$ cat src/logic/rat_defs.vh
`ifndef RAT_DEFS_VH
`define RAT_DEFS_VH

// Register byte offsets.
`define RAT_A_CTRL 8'h00
`define RAT_A_PERIOD 8'h04
`define RAT_A_PIDRES 8'h08
`define RAT_A_MANUAL 8'h0C
`define RAT_A_SETPT 8'h10
`define RAT_A_TUNECFG 8'h14
`define RAT_A_LIMITS 8'h18
`define RAT_A_DERTIME 8'h1C
`define RAT_A_STATUS 8'h20
`define RAT_A_RES1_PER 8'h30
`define RAT_A_RES1_INT 8'h34
`define RAT_A_RES1_DER 8'h38
`define RAT_A_RES1_GAIN 8'h3C
`define RAT_A_RES2_PER 8'h40
`define RAT_A_RES2_INT 8'h44
`define RAT_A_RES2_DER 8'h48
`define RAT_A_RES2_GAIN 8'h4C

// Control register fields.
`define RAT_C_DUAL 0
`define RAT_C_PID1 1
`define RAT_C_PID2 2
`define RAT_C_SPPROG 3
`define RAT_C_SEL 4
`define RAT_C_DEMAND 5
`define RAT_C_STARTUP 6
`define RAT_C_DIR1 7
`define RAT_C_DIR2 8
`define RAT_C_MAN1 9
`define RAT_C_MAN2 10
`define RAT_C_CANCEL 11

// Status register fields.
`define RAT_S_DONE 2
`define RAT_S_ABORT 3
`define RAT_S_REFUSED 4

// Reset values.
`define RAT_RST_CTRL 12'h007
`define RAT_RST_PERIOD 16'h03E8
`define RAT_RST_TUNECFG 32'h000A0064
`define RAT_RST_LIMITS 32'h270FFC19

// Output scale in tenths of a percent.
`define RAT_FULL 16'h03E8
`define RAT_HALF 16'h01F4

// Timing.
`define RAT_CLK_NS 8
`define RAT_TICK_NS 1000000
`define RAT_TICK_CYC (`RAT_TICK_NS / `RAT_CLK_NS)
`define RAT_BLINK_MS 500
`define RAT_BLINK_TICKS (`RAT_BLINK_MS * 1000000 / `RAT_TICK_NS)
`define RAT_TUNE_OSC 4'h3

`endif

$ cat src/logic/rat_top.v
// Register access over AXI4-Lite and the placing of the registers were decided locally.
`include "rat_defs.vh"

module rat_top #(
    parameter TICK_CYCLES = `RAT_TICK_CYC
) (
    input wire mclk_i, // System clock, 125 MHz.
    input wire srst_i, // Synchronous reset.
    input wire [7:0] s_axi_awaddr_i, // Write address.
    input wire s_axi_awvalid_i, // Write address valid.
    output wire s_axi_awready_o, // Write address ready.
    input wire [31:0] s_axi_wdata_i, // Write data.
    input wire [3:0] s_axi_wstrb_i, // Write strobes.
    input wire s_axi_wvalid_i, // Write data valid.
    output wire s_axi_wready_o, // Write data ready.
    output reg [1:0] s_axi_bresp_o, // Write response.
    output reg s_axi_bvalid_o, // Write response valid.
    input wire s_axi_bready_i, // Write response ready.
    input wire [7:0] s_axi_araddr_i, // Read address.
    input wire s_axi_arvalid_i, // Read address valid.
    output wire s_axi_arready_o, // Read address ready.
    output reg [31:0] s_axi_rdata_o, // Read data.
    output reg [1:0] s_axi_rresp_o, // Read response.
    output reg s_axi_rvalid_o, // Read data valid.
    input wire s_axi_rready_i, // Read data ready.
    input wire [15:0] pv1_i, // Loop one variable, same clock.
    input wire [15:0] pv2_i, // Loop two variable, same clock.
    output wire out1_o, // Switching output one.
    output wire out2_o, // Switching output two.
    output reg tune_msg_o, // Upper display shows the tune indicator.
    output reg pv_shown_o, // Upper display shows the variable.
    output reg tuning_o // Tune in progress.
);
    localparam integer TICK_LAST = TICK_CYCLES - 1;
    localparam integer BLINK_LAST = `RAT_BLINK_TICKS - 1;

    reg [11:0] ctrl;
    reg [15:0] period;
    reg [31:0] pidres;
    reg [31:0] manual;
    reg [31:0] setpt;
    reg [31:0] tunecfg;
    reg [31:0] limits;
    reg [31:0] dertime;
    reg done_f;
    reg abort_f;
    reg refused_f;
    reg tun;
    reg tsel;
    reg tstart;
    reg [15:0] hold;
    reg [15:0] amp_l;
    reg [31:0] res_per [0:1];
    reg [31:0] res_int [0:1];
    reg [31:0] res_der [0:1];
    reg [31:0] res_gain [0:1];

    reg [23:0] pre;
    reg tick;
    reg [9:0] blink_cnt;
    reg blink;
    reg [31:0] rd_mux;

    wire id_busy;
    wire [15:0] id_duty;
    wire id_done;
    wire id_abort;
    wire [31:0] id_per;
    wire [15:0] id_pp;
    wire [1:0] sw;

    function [31:0] merge;
        input [31:0] old;
        input [31:0] nw;
        input [3:0] strb;
        integer i;
        begin
            merge = old;
            for (i = 0; i < 4; i = i + 1) begin
                if (strb[i]) merge[i*8 +: 8] = nw[i*8 +: 8];
            end
        end
    endfunction

    function [15:0] half;
        input [31:0] w;
        input s;
        begin
            half = s ? w[31:16] : w[15:0];
        end
    endfunction

    function mapped;
        input [7:0] a;
        begin
            case (a)
                `RAT_A_CTRL, `RAT_A_PERIOD, `RAT_A_PIDRES, `RAT_A_MANUAL,
                `RAT_A_SETPT, `RAT_A_TUNECFG, `RAT_A_LIMITS, `RAT_A_DERTIME,
                `RAT_A_STATUS, `RAT_A_RES1_PER, `RAT_A_RES1_INT, `RAT_A_RES1_DER,
                `RAT_A_RES1_GAIN, `RAT_A_RES2_PER, `RAT_A_RES2_INT, `RAT_A_RES2_DER,
                `RAT_A_RES2_GAIN: mapped = 1'b1;
                default: mapped = 1'b0;
            endcase
        end
    endfunction

    wire wr_go = s_axi_awvalid_i & s_axi_wvalid_i & ~s_axi_bvalid_o;
    wire rd_go = s_axi_arvalid_i & ~s_axi_rvalid_o;
    assign s_axi_awready_o = wr_go;
    assign s_axi_wready_o = wr_go;
    assign s_axi_arready_o = rd_go;

    wire sel = ctrl[`RAT_C_SEL];
    wire req = ctrl[`RAT_C_DEMAND] | ctrl[`RAT_C_STARTUP];
    wire pid_sel = sel ? ctrl[`RAT_C_PID2] : ctrl[`RAT_C_PID1];
    wire man_sel = sel ? ctrl[`RAT_C_MAN2] : ctrl[`RAT_C_MAN1];
    wire man_t = tsel ? ctrl[`RAT_C_MAN2] : ctrl[`RAT_C_MAN1];
    wire allowed = ctrl[`RAT_C_DUAL] & pid_sel & ~ctrl[`RAT_C_SPPROG];
    wire try_go = req & ~tun;
    wire start = try_go & allowed;
    wire refuse = try_go & ~allowed;
    wire [15:0] cur_sel = man_sel ? half(manual, sel) : half(pidres, sel);

    // Start-up tune swings the full output range; demand tune swings about the present output.
    wire [15:0] hold_in = tun ? hold : (ctrl[`RAT_C_STARTUP] ? `RAT_HALF : cur_sel);
    wire [15:0] amp_in = tun ? amp_l : (ctrl[`RAT_C_STARTUP] ? `RAT_HALF : tunecfg[15:0]);

    wire der_zero = half(dertime, tsel) == 16'h0000;
    wire [37:0] pi_prod = id_per * 6'd53;
    wire [31:0] ctrl_wr = merge({20'h00000, ctrl}, s_axi_wdata_i, s_axi_wstrb_i);
    wire [31:0] period_wr = merge({16'h0000, period}, s_axi_wdata_i, s_axi_wstrb_i);

    rat_ident u_ident (
        .mclk_i(mclk_i),
        .srst_i(srst_i),
        .start_i(start),
        .cancel_i(ctrl[`RAT_C_CANCEL]),
        .abort_en_i(~tstart),
        .direct_i(tsel ? ctrl[`RAT_C_DIR2] : ctrl[`RAT_C_DIR1]),
        .pv_i(tsel ? pv2_i : pv1_i),
        .sp_i(half(setpt, tsel)),
        .hyst_i(tunecfg[31:16]),
        .hold_i(hold_in),
        .amp_i(amp_in),
        .upper_i(limits[31:16]),
        .lower_i(limits[15:0]),
        .busy_o(id_busy),
        .duty_o(id_duty),
        .done_o(id_done),
        .abort_o(id_abort),
        .period_o(id_per),
        .pp_o(id_pp)
    );

    genvar g;
    generate
        for (g = 0; g < 2; g = g + 1) begin : g_loop
            wire man = ctrl[`RAT_C_MAN1 + g];
            wire [15:0] base = man ? half(manual, g == 1) : half(pidres, g == 1);
            wire [15:0] duty = (tun && id_busy && (tsel == (g == 1))) ? id_duty : base;
            rat_tprop u_tp (
                .mclk_i(mclk_i),
                .srst_i(srst_i),
                .tick_i(tick),
                .period_i(period),
                .duty_i(duty),
                .switch_o(sw[g])
            );
        end
    endgenerate

    assign out1_o = sw[0];
    assign out2_o = sw[1];

    always @* begin
        case (s_axi_araddr_i)
            `RAT_A_CTRL: rd_mux = {20'h00000, ctrl};
            `RAT_A_PERIOD: rd_mux = {16'h0000, period};
            `RAT_A_PIDRES: rd_mux = pidres;
            `RAT_A_MANUAL: rd_mux = manual;
            `RAT_A_SETPT: rd_mux = setpt;
            `RAT_A_TUNECFG: rd_mux = tunecfg;
            `RAT_A_LIMITS: rd_mux = limits;
            `RAT_A_DERTIME: rd_mux = dertime;
            `RAT_A_STATUS: rd_mux = {26'h0000000, tstart & tun, refused_f, abort_f, done_f, tsel, tun};
            `RAT_A_RES1_PER: rd_mux = res_per[0];
            `RAT_A_RES1_INT: rd_mux = res_int[0];
            `RAT_A_RES1_DER: rd_mux = res_der[0];
            `RAT_A_RES1_GAIN: rd_mux = res_gain[0];
            `RAT_A_RES2_PER: rd_mux = res_per[1];
            `RAT_A_RES2_INT: rd_mux = res_int[1];
            `RAT_A_RES2_DER: rd_mux = res_der[1];
            `RAT_A_RES2_GAIN: rd_mux = res_gain[1];
            default: rd_mux = 32'h00000000;
        endcase
    end

    always @(posedge mclk_i) begin
        if (srst_i) begin
            pre <= 24'h000000;
            tick <= 1'b0;
            blink_cnt <= 10'h000;
            blink <= 1'b0;
            tune_msg_o <= 1'b0;
            pv_shown_o <= 1'b1;
            tuning_o <= 1'b0;
        end else begin
            if (pre == TICK_LAST[23:0]) begin
                pre <= 24'h000000;
                tick <= 1'b1;
            end else begin
                pre <= pre + 24'h000001;
                tick <= 1'b0;
            end
            if (~tun) begin
                blink_cnt <= 10'h000;
                blink <= 1'b1;
            end else if (tick) begin
                if (blink_cnt == BLINK_LAST[9:0]) begin
                    blink_cnt <= 10'h000;
                    blink <= ~blink;
                end else begin
                    blink_cnt <= blink_cnt + 10'h001;
                end
            end
            tune_msg_o <= tun & blink;
            pv_shown_o <= ~tun | (~tstart & ~blink);
            tuning_o <= tun;
        end
    end

    always @(posedge mclk_i) begin
        if (srst_i) begin
            s_axi_bvalid_o <= 1'b0;
            s_axi_bresp_o <= 2'b00;
            s_axi_rvalid_o <= 1'b0;
            s_axi_rresp_o <= 2'b00;
            s_axi_rdata_o <= 32'h00000000;
        end else begin
            if (wr_go) begin
                s_axi_bvalid_o <= 1'b1;
                s_axi_bresp_o <= mapped(s_axi_awaddr_i) ? 2'b00 : 2'b10;
            end else if (s_axi_bready_i) begin
                s_axi_bvalid_o <= 1'b0;
            end
            if (rd_go) begin
                s_axi_rvalid_o <= 1'b1;
                s_axi_rresp_o <= mapped(s_axi_araddr_i) ? 2'b00 : 2'b10;
                s_axi_rdata_o <= rd_mux;
            end else if (s_axi_rready_i) begin
                s_axi_rvalid_o <= 1'b0;
            end
        end
    end

    always @(posedge mclk_i) begin
        if (srst_i) begin
            ctrl <= `RAT_RST_CTRL;
            period <= `RAT_RST_PERIOD;
            pidres <= 32'h00000000;
            manual <= 32'h00000000;
            setpt <= 32'h00000000;
            tunecfg <= `RAT_RST_TUNECFG;
            limits <= `RAT_RST_LIMITS;
            dertime <= 32'h00000000;
            done_f <= 1'b0;
            abort_f <= 1'b0;
            refused_f <= 1'b0;
            tun <= 1'b0;
            tsel <= 1'b0;
            tstart <= 1'b0;
            hold <= 16'h0000;
            amp_l <= 16'h0000;
            res_per[0] <= 32'h00000000;
            res_per[1] <= 32'h00000000;
            res_int[0] <= 32'h00000000;
            res_int[1] <= 32'h00000000;
            res_der[0] <= 32'h00000000;
            res_der[1] <= 32'h00000000;
            res_gain[0] <= 32'h00000000;
            res_gain[1] <= 32'h00000000;
        end else begin
            ctrl[`RAT_C_CANCEL] <= 1'b0;
            if (wr_go) begin
                case (s_axi_awaddr_i)
                    `RAT_A_CTRL: ctrl <= ctrl_wr[11:0];
                    `RAT_A_PERIOD: period <= period_wr[15:0];
                    `RAT_A_PIDRES: pidres <= merge(pidres, s_axi_wdata_i, s_axi_wstrb_i);
                    `RAT_A_MANUAL: manual <= merge(manual, s_axi_wdata_i, s_axi_wstrb_i);
                    `RAT_A_SETPT: setpt <= merge(setpt, s_axi_wdata_i, s_axi_wstrb_i);
                    `RAT_A_TUNECFG: tunecfg <= merge(tunecfg, s_axi_wdata_i, s_axi_wstrb_i);
                    `RAT_A_LIMITS: limits <= merge(limits, s_axi_wdata_i, s_axi_wstrb_i);
                    `RAT_A_DERTIME: dertime <= merge(dertime, s_axi_wdata_i, s_axi_wstrb_i);
                    `RAT_A_STATUS: begin
                        if (s_axi_wstrb_i[0] & s_axi_wdata_i[`RAT_S_DONE]) done_f <= 1'b0;
                        if (s_axi_wstrb_i[0] & s_axi_wdata_i[`RAT_S_ABORT]) abort_f <= 1'b0;
                        if (s_axi_wstrb_i[0] & s_axi_wdata_i[`RAT_S_REFUSED]) refused_f <= 1'b0;
                    end
                    default: begin
                    end
                endcase
            end

            // Hardware updates below come after the bus write so they win over it, whether they set or clear.
            if (start) begin
                tun <= 1'b1;
                tsel <= sel;
                tstart <= ctrl[`RAT_C_STARTUP];
                hold <= hold_in;
                amp_l <= amp_in;
            end
            if (refuse) begin
                ctrl[`RAT_C_DEMAND] <= 1'b0;
                ctrl[`RAT_C_STARTUP] <= 1'b0;
                refused_f <= 1'b1;
            end

            if (tun & (id_done | id_abort)) begin
                tun <= 1'b0;
                ctrl[`RAT_C_DEMAND] <= 1'b0;
                ctrl[`RAT_C_STARTUP] <= 1'b0;
            end
            if (tun & id_abort) begin
                abort_f <= 1'b1;
                if (~man_t & ~tstart) begin
                    if (tsel) pidres[31:16] <= hold;
                    else pidres[15:0] <= hold;
                end
            end
            if (tun & id_done) begin
                done_f <= 1'b1;
                if (tsel) ctrl[`RAT_C_MAN2] <= 1'b0;
                else ctrl[`RAT_C_MAN1] <= 1'b0;
                res_per[tsel] <= id_per;
                // PI only when derivative is zero
                res_der[tsel] <= der_zero ? 32'h00000000 : {3'b000, id_per[31:3]};
                res_int[tsel] <= der_zero ? pi_prod[37:6] : {1'b0, id_per[31:1]};
                res_gain[tsel] <= {amp_l, id_pp};
            end
        end
    end
endmodule // rat_top

$ cat src/logic/rat_tprop.v
`include "rat_defs.vh"

module rat_tprop (
    input wire mclk_i, // System clock.
    input wire srst_i, // Synchronous reset.
    input wire tick_i, // One-millisecond tick.
    input wire [15:0] period_i, // Period in ms.
    input wire [15:0] duty_i, // On share in tenths of a percent.
    output reg switch_o // Switching output.
);
    reg [15:0] pos;
    reg [15:0] per_l;
    reg [9:0] duty_l;
    wire [25:0] lhs = pos * 10'd1000;
    wire [25:0] rhs = duty_l * per_l;

    // Period and duty are taken only at a period boundary, so the period stays fixed.
    always @(posedge mclk_i) begin
        if (srst_i) begin
            pos <= 16'h0000;
            per_l <= `RAT_RST_PERIOD;
            duty_l <= 10'h000;
            switch_o <= 1'b0;
        end else begin
            if (tick_i) begin
                if (per_l == 16'h0000 || pos >= per_l - 16'h0001) begin
                    pos <= 16'h0000;
                    per_l <= period_i;
                    duty_l <= (duty_i > `RAT_FULL) ? 10'h3E8 : duty_i[9:0];
                end else begin
                    pos <= pos + 16'h0001;
                end
            end
            switch_o <= (per_l != 16'h0000) && (lhs < rhs);
        end
    end
endmodule // rat_tprop

$ cat src/logic/rat_ident.v
`include "rat_defs.vh"

module rat_ident (
    input wire mclk_i, // System clock.
    input wire srst_i, // Synchronous reset.
    input wire start_i, // Start pulse.
    input wire cancel_i, // Software cancel.
    input wire abort_en_i, // Safety limits armed.
    input wire direct_i, // Direct action.
    input wire [15:0] pv_i, // Process variable.
    input wire [15:0] sp_i, // Setpoint.
    input wire [15:0] hyst_i, // Hysteresis.
    input wire [15:0] hold_i, // Centre output level.
    input wire [15:0] amp_i, // Step amplitude.
    input wire [15:0] upper_i, // Upper safety limit.
    input wire [15:0] lower_i, // Lower safety limit.
    output reg busy_o, // Tune running.
    output reg [15:0] duty_o, // Tune output level.
    output reg done_o, // Finished pulse.
    output reg abort_o, // Aborted pulse.
    output reg [31:0] period_o, // Oscillation period in cycles.
    output reg [15:0] pp_o // Peak to peak of the variable.
);
    wire signed [16:0] pv = {pv_i[15], pv_i};
    wire signed [16:0] sp = {sp_i[15], sp_i};
    wire signed [16:0] hy = {hyst_i[15], hyst_i};
    wire signed [16:0] err = direct_i ? pv - sp : sp - pv;
    wire go_up = err > hy;
    wire go_dn = err < -hy;
    wire trip = abort_en_i & (($signed(pv_i) > $signed(upper_i)) | ($signed(pv_i) < $signed(lower_i)));
    wire [16:0] up_sum = {1'b0, hold_i} + {1'b0, amp_i};
    wire [15:0] up_lvl = (up_sum > {1'b0, `RAT_FULL}) ? `RAT_FULL : up_sum[15:0];
    wire [15:0] dn_lvl = (amp_i > hold_i) ? 16'h0000 : hold_i - amp_i;
    reg high;
    reg seen;
    reg [3:0] osc;
    reg [31:0] cnt;
    reg signed [15:0] pmax;
    reg signed [15:0] pmin;

    always @(posedge mclk_i) begin
        if (srst_i) begin
            busy_o <= 1'b0;
            duty_o <= 16'h0000;
            done_o <= 1'b0;
            abort_o <= 1'b0;
            period_o <= 32'h00000000;
            pp_o <= 16'h0000;
            high <= 1'b0;
            seen <= 1'b0;
            osc <= 4'h0;
            cnt <= 32'h00000000;
            pmax <= 16'h0000;
            pmin <= 16'h0000;
        end else begin
            done_o <= 1'b0;
            abort_o <= 1'b0;
            if (start_i) begin
                busy_o <= 1'b1;
                high <= 1'b1;
                seen <= 1'b0;
                osc <= 4'h0;
                cnt <= 32'h00000000;
                pmax <= pv_i;
                pmin <= pv_i;
                duty_o <= up_lvl;
            end else if (busy_o) begin
                cnt <= cnt + 32'h00000001;
                if ($signed(pv_i) > pmax) pmax <= pv_i;
                if ($signed(pv_i) < pmin) pmin <= pv_i;
                if (trip | cancel_i) begin
                    busy_o <= 1'b0;
                    abort_o <= 1'b1;
                end else if (~high & go_up) begin
                    high <= 1'b1;
                    duty_o <= up_lvl;
                    cnt <= 32'h00000000;
                    seen <= 1'b1;
                    pmax <= pv_i;
                    pmin <= pv_i;
                    if (seen) begin
                        period_o <= cnt;
                        pp_o <= pmax - pmin;
                        osc <= osc + 4'h1;
                        if (osc == `RAT_TUNE_OSC - 4'h1) begin
                            busy_o <= 1'b0;
                            done_o <= 1'b1;
                        end
                    end
                end else if (high & go_dn) begin
                    high <= 1'b0;
                    duty_o <= dn_lvl;
                end
            end
        end
    end
endmodule // rat_ident

$ cat config.mk
export PLATFORM = sky130hd
export DESIGN_NAME = rat_top
export DESIGN_NICKNAME = d
export VERILOG_FILES = /design/src/logic/rat_top.v /design/src/logic/rat_tprop.v /design/src/logic/rat_ident.v
export VERILOG_INCLUDE_DIRS = /design/src /design/src/logic
export SDC_FILE = /design/constraint.sdc
export NUM_CORES = 2
export LEC_CHECK = 0
export ABC_AREA = 1
export CELL_PAD_IN_SITES_DETAIL_PLACEMENT = 2
export CELL_PAD_IN_SITES_GLOBAL_PLACEMENT = 2
export CORE_MARGIN = 1
export CORE_UTILIZATION = 36
export CTS_CLUSTER_DIAMETER = 50
export DETAILED_ROUTE_END_ITERATION = 10
export DONT_BUFFER_PORTS = 1
export PLACE_DENSITY_LB_ADDON = 0.1
export SLEW_MARGIN = 20
export SYNTH_ARGS = -nofsm -noshare
export SYNTH_HDL_FRONTEND = slang
export SYNTH_SLANG_ARGS = --single-unit
export TNS_END_PERCENT = 5
$ cat constraint.sdc
create_clock -name mclk_i -period 6.3 [get_ports mclk_i]
set_input_delay 0 -clock mclk_i [delete_from_list [all_inputs] [get_ports mclk_i]]
set_output_delay 0 -clock mclk_i [all_outputs]
set_load 0.01 [all_outputs]
==> Yosys cells after proc, flatten, opt, wreduce, memory -nomap -nowiden <==
Memory sizes are Yosys's and may differ from the RTL's.
Cells that the tools add are included.
{ "word_totals": {"register_bits": 558, "latchBits": 0, "ram_bits": 250, "romBits": 0, "in_bits": 91, "output_inout_bits": 46, "word_cells": 382, "memories": 4} }
{ "mem_list": {"columns": ["name", "words", "width", "read_ports", "rd_ports_with_merged_regs", "wr", "line", "rtl"], "rows": [
  ["res_gain", 2, 32, 2, 0, 2, "rat_top.v:56", "reg [31:0] res_gain [0:1];"],
  ["res_int", 2, 32, 2, 0, 2, "rat_top.v:54", "reg [31:0] res_int [0:1];"],
  ["res_per", 2, 32, 2, 0, 2, "rat_top.v:53", "reg [31:0] res_per [0:1];"],
  ["res_der", 2, 29, 2, 0, 2, "rat_top.v:55", "reg [31:0] res_der [0:1];"]
]} }
{ "op_classes": {"n_addsub": 14, "n_mul": 5, "div_mod_pow": 0, "order_cmp": 14, "n_eq_ne": 38, "shifts": 0, "muxes": 121, "bitwise_logic": 43, "n_reduce_logical": 75} }
{ "op_table": {"columns": ["op", "count"], "rows": [
  ["16-bit two-way mux", 35],
  ["32-bit one-hot mux with 17 select lines", 1],
  ["32-bit two-way mux", 10],
  ["32-bit OR reduction", 3],
  ["3-bit AND reduction", 29],
  ["8-bit by 6-bit equality test with 1-bit output (second input constant)", 10],
  ["8-bit by 5-bit equality test with 1-bit output (second input constant)", 8],
  ["8-bit by 7-bit equality test with 1-bit output (second input constant)", 8],
  ["1-bit two-way mux", 58],
  ["29-bit two-way mux", 2],
  ["26-bit < comparator", 2],
  ["10-bit by 16-bit multiplier with 26-bit output", 2],
  ["16-bit > comparator", 3],
  ["16-bit zero test", 3],
  ["16-bit by 7-bit multiplier with 23-bit output (second input constant)", 2],
  ["8-bit two-way mux", 5],
  ["32-bit by 6-bit multiplier with 38-bit output (second input constant)", 1],
  ["17-bit OR reduction", 2],
  ["16-bit by 16-bit subtractor with 17-bit output", 2],
  ["16-bit by 1-bit adder with 16-bit output (second input constant)", 2],
  ["32-bit by 1-bit adder with 32-bit output (second input constant)", 1],
  ["8-bit by 4-bit equality test with 1-bit output (second input constant)", 4],
  ["16-bit greater-or-equal comparator", 2],
  ["16-bit by 10-bit > comparator with 1-bit output (second input constant)", 2],
  ["other kinds (38)", 113]
]} }

==> Depth between registers and ports, before layout <==
{ "logic_depth": {"depth_word": 11, "mapped_depth": 39, "ltp_nobuf": 37} }

==> Modules after synthesis <==
A second synthesis with hierarchy kept.
{ "unflattened": {"cells_unflattened": 9086, "hier_area_um2": 67054.3} }
{ "by_module_without_submodules": {"columns": ["module", "n_inst", "cells_each", "area_per_inst_um2", "seq_area_each_um2"], "rows": [
  ["rat_top", 1, 4059, 31874.3, 14173.6],
  ["rat_ident", 1, 1967, 12615.8, 2742.6],
  ["rat_tprop (g_loop[0].u_tp)", 1, 1533, 11297.1, 860.8],
  ["rat_tprop (g_loop[1].u_tp)", 1, 1527, 11267.1, 860.8]
]} }

==> Worst setup path after synthesis <==
No wires, ideal clock.
{ "synth_path": {"path_kind": "flip-flop to flip-flop", "start": "reg g_loop[1].u_tp.duty_l[3]", "end": "reg g_loop[1].u_tp.switch_o", "setup_ns": 0.070, "arrival_ns": 6.158, "t_required_ns": 6.230, "setup_slack_ns": 0.072, "path_stages_with_launch": 34, "path_buffers": 2, "period_less_slack_ns": 6.228, "cell_sequence": "dfxtp_1 > clkbuf_1 > clkbuf_1 > nand2_1 > fa_1 > inv_1 > fa_1 > inv_1 > fa_1 > inv_1 > fa_1 > inv_1 > fa_1 > inv_1 > ha_1 > nand2_1 > nor3_1 > nand2_1 > nand3_1 > nand2_1 > a21oi_1 > a21oi_1 > o21ai_1 > nand3_1 > nand2_1 > nand3_1 > nand3_1 > nand2_1 > ha_1 > nand2_1 > inv_1 > a221oi_1 > o2111ai_1 > a21oi_1"} }
{ "synth_between": {"elab_chain_len": 3} }
{ "synth_rtl": {"columns": ["element", "line", "rtl"], "rows": [
  ["start: declaration", "rat_tprop.v:13", "reg [9:0] duty_l;"],
  ["start signal: assignment", "rat_tprop.v:29", "duty_l <= (duty_i > `RAT_FULL) ? 10'h3E8 : duty_i[9:0];"],
  ["10-bit by 16-bit multiplier with 26-bit output", "rat_tprop.v:15", "wire [25:0] rhs = duty_l * per_l;"],
  ["26-bit < comparator", "rat_tprop.v:34", "switch_o <= (per_l != 16'h0000) && (lhs < rhs);"],
  ["1-bit logical AND", "rat_tprop.v:34", null],
  ["end signal: assignment", "rat_tprop.v:34", null],
  ["end: declaration", "rat_tprop.v:9", "output reg switch_o"]
]} }
Every way passes these cells.
A chain may end at the register's enable or synchronous reset.

==> Worst setup path in the final report <==
{ "layout_path": {"start": "reg g_loop[0].u_tp.duty_l[6]", "end": "reg g_loop[0].u_tp.switch_o"} }
{ "layout_between": {"elab_chain_len": 3} }
{ "layout_rtl": {"columns": ["element", "line"], "rows": [
  ["start: declaration", "rat_tprop.v:13"],
  ["start signal: assignment", "rat_tprop.v:29"],
  ["10-bit by 16-bit multiplier with 26-bit output", "rat_tprop.v:15"],
  ["26-bit < comparator", "rat_tprop.v:34"],
  ["1-bit logical AND", "rat_tprop.v:34"],
  ["end signal: assignment", "rat_tprop.v:34"],
  ["end: declaration", "rat_tprop.v:9"]
]} }
Every way passes these cells.

==> flow_summary.json <==
{
  "finalHoldViolations": 1,
  "final.setup.tns_ns": 0,
  "chipWidth_um": 424,
  "ios": 137,
  "clock_latency_ns": 0.82,
  "maxCapViolCount": 0,
  "place_congestion": 0.930,
  "synthXorXnorAreaFrac": 0.0285,
  "slew_violations": 0,
  "synth.yosys.warnings": 0,
  "cts_buffers": 135,
  "synth_cells": 8215,
  "violations": "design-rule violations, negative hold slack",
  "final_layout_size_suffix_gt1_frac": 0.0871,
  "post_dp_cell_area_sq_um": 67500,
  "die_y_um": 424,
  "ant_nets": 0,
  "critPathCaptureType": "register",
  "rsz0062_at_grt": "yes",
  "io_buffers": 0,
  "route.detailed.drc": 2,
  "crit_path_max_fanout": 8,
  "cp.arrival_ns": 6.79,
  "max_freq_mhz": 164,
  "areaGrowthSynthToFinish_pct": 15.7,
  "grt_usage": 0.308,
  "final_util": 0.420,
  "seq_power_share": 0.392,
  "synth_ff_type": "dfxtp_1",
  "clkPwrFrac": 0.564,
  "drt-total-wl_mm": 280,
  "period_minus_slack_ns": 6.09,
  "cp-start-kind": "register",
  "antenna_found_initial": 15,
  "drt_pass1_iterations": 8,
  "grt_pass1_vias": 65462,
  "max_slew_margin": 0.167,
  "p_comb_frac": 0.044,
  "setup_viol": 0,
  "nFillCells": 20094,
  "wl_per_cell_um": 25.7,
  "synth_mux_area_frac": 0.000469,
  "htree_levels": 4,
  "pre_cts_ws_ns": -0.167,
  "rows": 154,
  "drt_iter0_drc": 3763,
  "grt_pass1_wl_mm": 418,
  "synth_top_family_by_area": "adder cells",
  "synthSimpleGateAreaFrac": 0.185,
  "swShare": 0.259,
  "status": "finished with violations",
  "clock_skew_ns": 0.0459,
  "leakagePower_nw": 35.2,
  "synthAdderAreaFrac": 0.237,
  "nets": 9472,
  "syn_area_per_cell_sq_um": 7.79,
  "synth_compound_area_frac": 0.150,
  "power.internal_mw": 10.2,
  "crit_path_top_delay_cell": "fa_1",
  "slowest_delay_ns": 0.57,
  "grt_max_degree": 154,
  "cts_tree": "built",
  "async_reset_ff_frac": 0,
  "cp.required_ns": 7.00,
  "cts_buffer_depth": 3,
  "synth_edf_count": 250,
  "synthesis.area_sq_um": 64000,
  "cts-root-buf": "clkbuf_16",
  "die_area_sq_um": 180000,
  "hold_path_class": "primary input to register",
  "start_util": 0.363,
  "ys_seq_area_frac": 0.291,
  "stdcell_area_sq_um": 74100,
  "clock-sinks": 806,
  "path_buf_inv": 7,
  "path_class": "register to register",
  "vias": 59639,
  "setup_ws_ns": 0.208,
  "cp_common_cell": "fa_1",
  "path_clk_slew_ns": 0.06,
  "ys_ff_latch": 806,
  "grt_overflow": 0,
  "vias_per_cell": 5.49,
  "switchingPower_mw": 3.58,
  "hold_ws_ns": -0.0184,
  "power_density_nw_per_um2": 186,
  "synth_cell_types": 86,
  "cpLargestDelayFamily": "adder cells",
  "worstMarginPinSlew_ns": 1.25,
  "period_share": 0.967,
  "hpwl_mm": 215,
  "ir_drop_mv": 0.239,
  "core_region_area_sq_um": 176000
}
-- registers in the layout, summed over array words and instances, names as in the netlist, 58 cells and up --
signal    flops
res_gain     64
res_int      64
res_per      64
res_der      58
-- path summary, 6_finish.rpt --
path	from	to	slack [ns]	cells past startpoint
max	g_loop[0].u_tp.duty_l[6]$_SDFFE_PP0P_	g_loop[0].u_tp.switch_o$_SDFF_PP0_	0.21	28
max reg2reg	g_loop[0].u_tp.duty_l[6]$_SDFFE_PP0P_	g_loop[0].u_tp.switch_o$_SDFF_PP0_	0.21	28
min	pv2_i[8]	u_ident.pmin[8]$_SDFFE_PP0P_	-0.02	6
min reg2reg	u_ident.pp_o[10]$_SDFFE_PP0P_	u_ident.pp_o[10]$_SDFFE_PP0P_	0.46	2
-- cells by family (layout without fill, tap and decap cells) --
group                      Yosys count  after routing
xor gates and xnor gates           208            208
DFF                                806            806
adders and majority gates          980            980
and+or+nand+nor                   2789           2789
buffers and inverters             1785           2081
other                                1             11
AOI/OAI and AO/OA                 1643           1643
muxes                                3              3
-- metrics by stage --
step	total power, mW	cells
2_1_floorplan	5.82	8216
3_3_place_gp	6.01	10468
3_5_place_dp	6.03	10468
4_1_cts	13.9	10837
5_1_grt	14.2	10853
6_report	13.8	10861
-- synthesized netlist by cell type (10+ instances only) --
master | count | share of area
nand2_1 | 1464 | 0.086
inv_1 | 1431 | 0.084
nor2_1 | 695 | 0.041
ha_1 | 591 | 0.12
a21oi_1 | 585 | 0.046
dfxtp_1 | 556 | 0.17
o21ai_0 | 550 | 0.043
fa_1 | 389 | 0.12
nand3_1 | 268 | 0.021
edfxtp_1 | 250 | 0.12
clkbuf_1 | 229 | 0.013
xor2_1 | 139 | 0.019
nor3_1 | 101 | 0.0079
nand4_1 | 94 | 0.0092
a221oi_1 | 81 | 0.011
o211ai_1 | 74 | 0.0087
o22ai_1 | 71 | 0.0069
xnor2_1 | 69 | 0.0094
a211oi_1 | 61 | 0.0072
buf_2 | 54 | 0.0042
or2_2 | 43 | 0.0042
a22o_1 | 38 | 0.0052
a31oi_1 | 29 | 0.0028
nor4_1 | 27 | 0.0026
o21ai_1 | 27 | 0.0021
inv_2 | 23 | 0.0013
o21bai_1 | 18 | 0.0021
o21a_1 | 15 | 0.0018
buf_1 | 14 | 0.00082
buf_6 | 14 | 0.0025
a21o_1 | 13 | 0.0015
nand2_2 | 13 | 0.0013
nand3b_1 | 13 | 0.0015
nor2_2 | 13 | 0.0013
nand3_2 | 10 | 0.0016
o2111ai_1 | 10 | 0.0014
-- repair_timing --
action / in CTS / in global routing
setup endpoints to repair: 2 / 135
pin swaps: 0 / 41
endpoints found under the hold margin: 368 / 1
hold buffers: 121 / 1
setup buffers: 0 / 15
gates resized for setup: 10 / 125
-- layer usage --
| layer | vias up | routed length [um] | track usage |
|---|---|---|---|
| li1 | 27217 | - | - |
| met1 | 30584 | 118000 | 0.382 |
| met2 | 1348 | 136000 | 0.534 |
| met3 | 484 | 11800 | 0.0365 |
| met4 | 6 | 14000 | 0.137 |
| met5 | - | 41 | 0 |
-- placed cells by master, fill, tap and decap left out, drive strengths merged, types with 13 or more instances in the layout --
cell and n:
nand4 96, nand3 280, a221oi 81, a211oi 62, clkbuf 175, nor2 710
dfxtp 556, xnor2 69, o21ai 581, ha 591, a21boi 13, or2 45
dlygate4sd3 120, buf 248, fa 389, nor3 111, a31oi 30, a21o 13
clkinv 40, nand3b 13, a21oi 586, o21bai 18, o22ai 71, nor4 31
o211ai 81, xor2 139, inv 1479, o21a 15, a22o 38, nand2 1482
edfxtp 250
-- worst min-delay path, delay by kind of cell --
family / cells / cell delay, ns
simple gates: 2 / 0.14
compound gates: 2 / 0.28
buf+inv: 2 / 0.33
-- power by group through the flow --
stage               clock [mW]  combinational (mW)  sequential (mW)
floorplan                    0               0.297             5.52
global placement             0               0.488             5.52
global route              8.13               0.642             5.42
finish                    7.79               0.605             5.42
CTS                       7.91               0.594             5.42
detailed placement           0               0.507             5.53
-- final cells by class --
type,instances,area [sq um],share of cell area
clock buffer,175,3710,0.0501
timing repair buffer,368,3300,0.0446
sequential,806,18700,0.252
multi-input combinational,5625,38900,0.525
tap,2340,2930,0.0395
inverter,1465,5530,0.0746
antenna,9,22.5,0.000304
clock inverter,73,1000,0.0135
No activity file was read; power rests on OpenSTA's default activity.
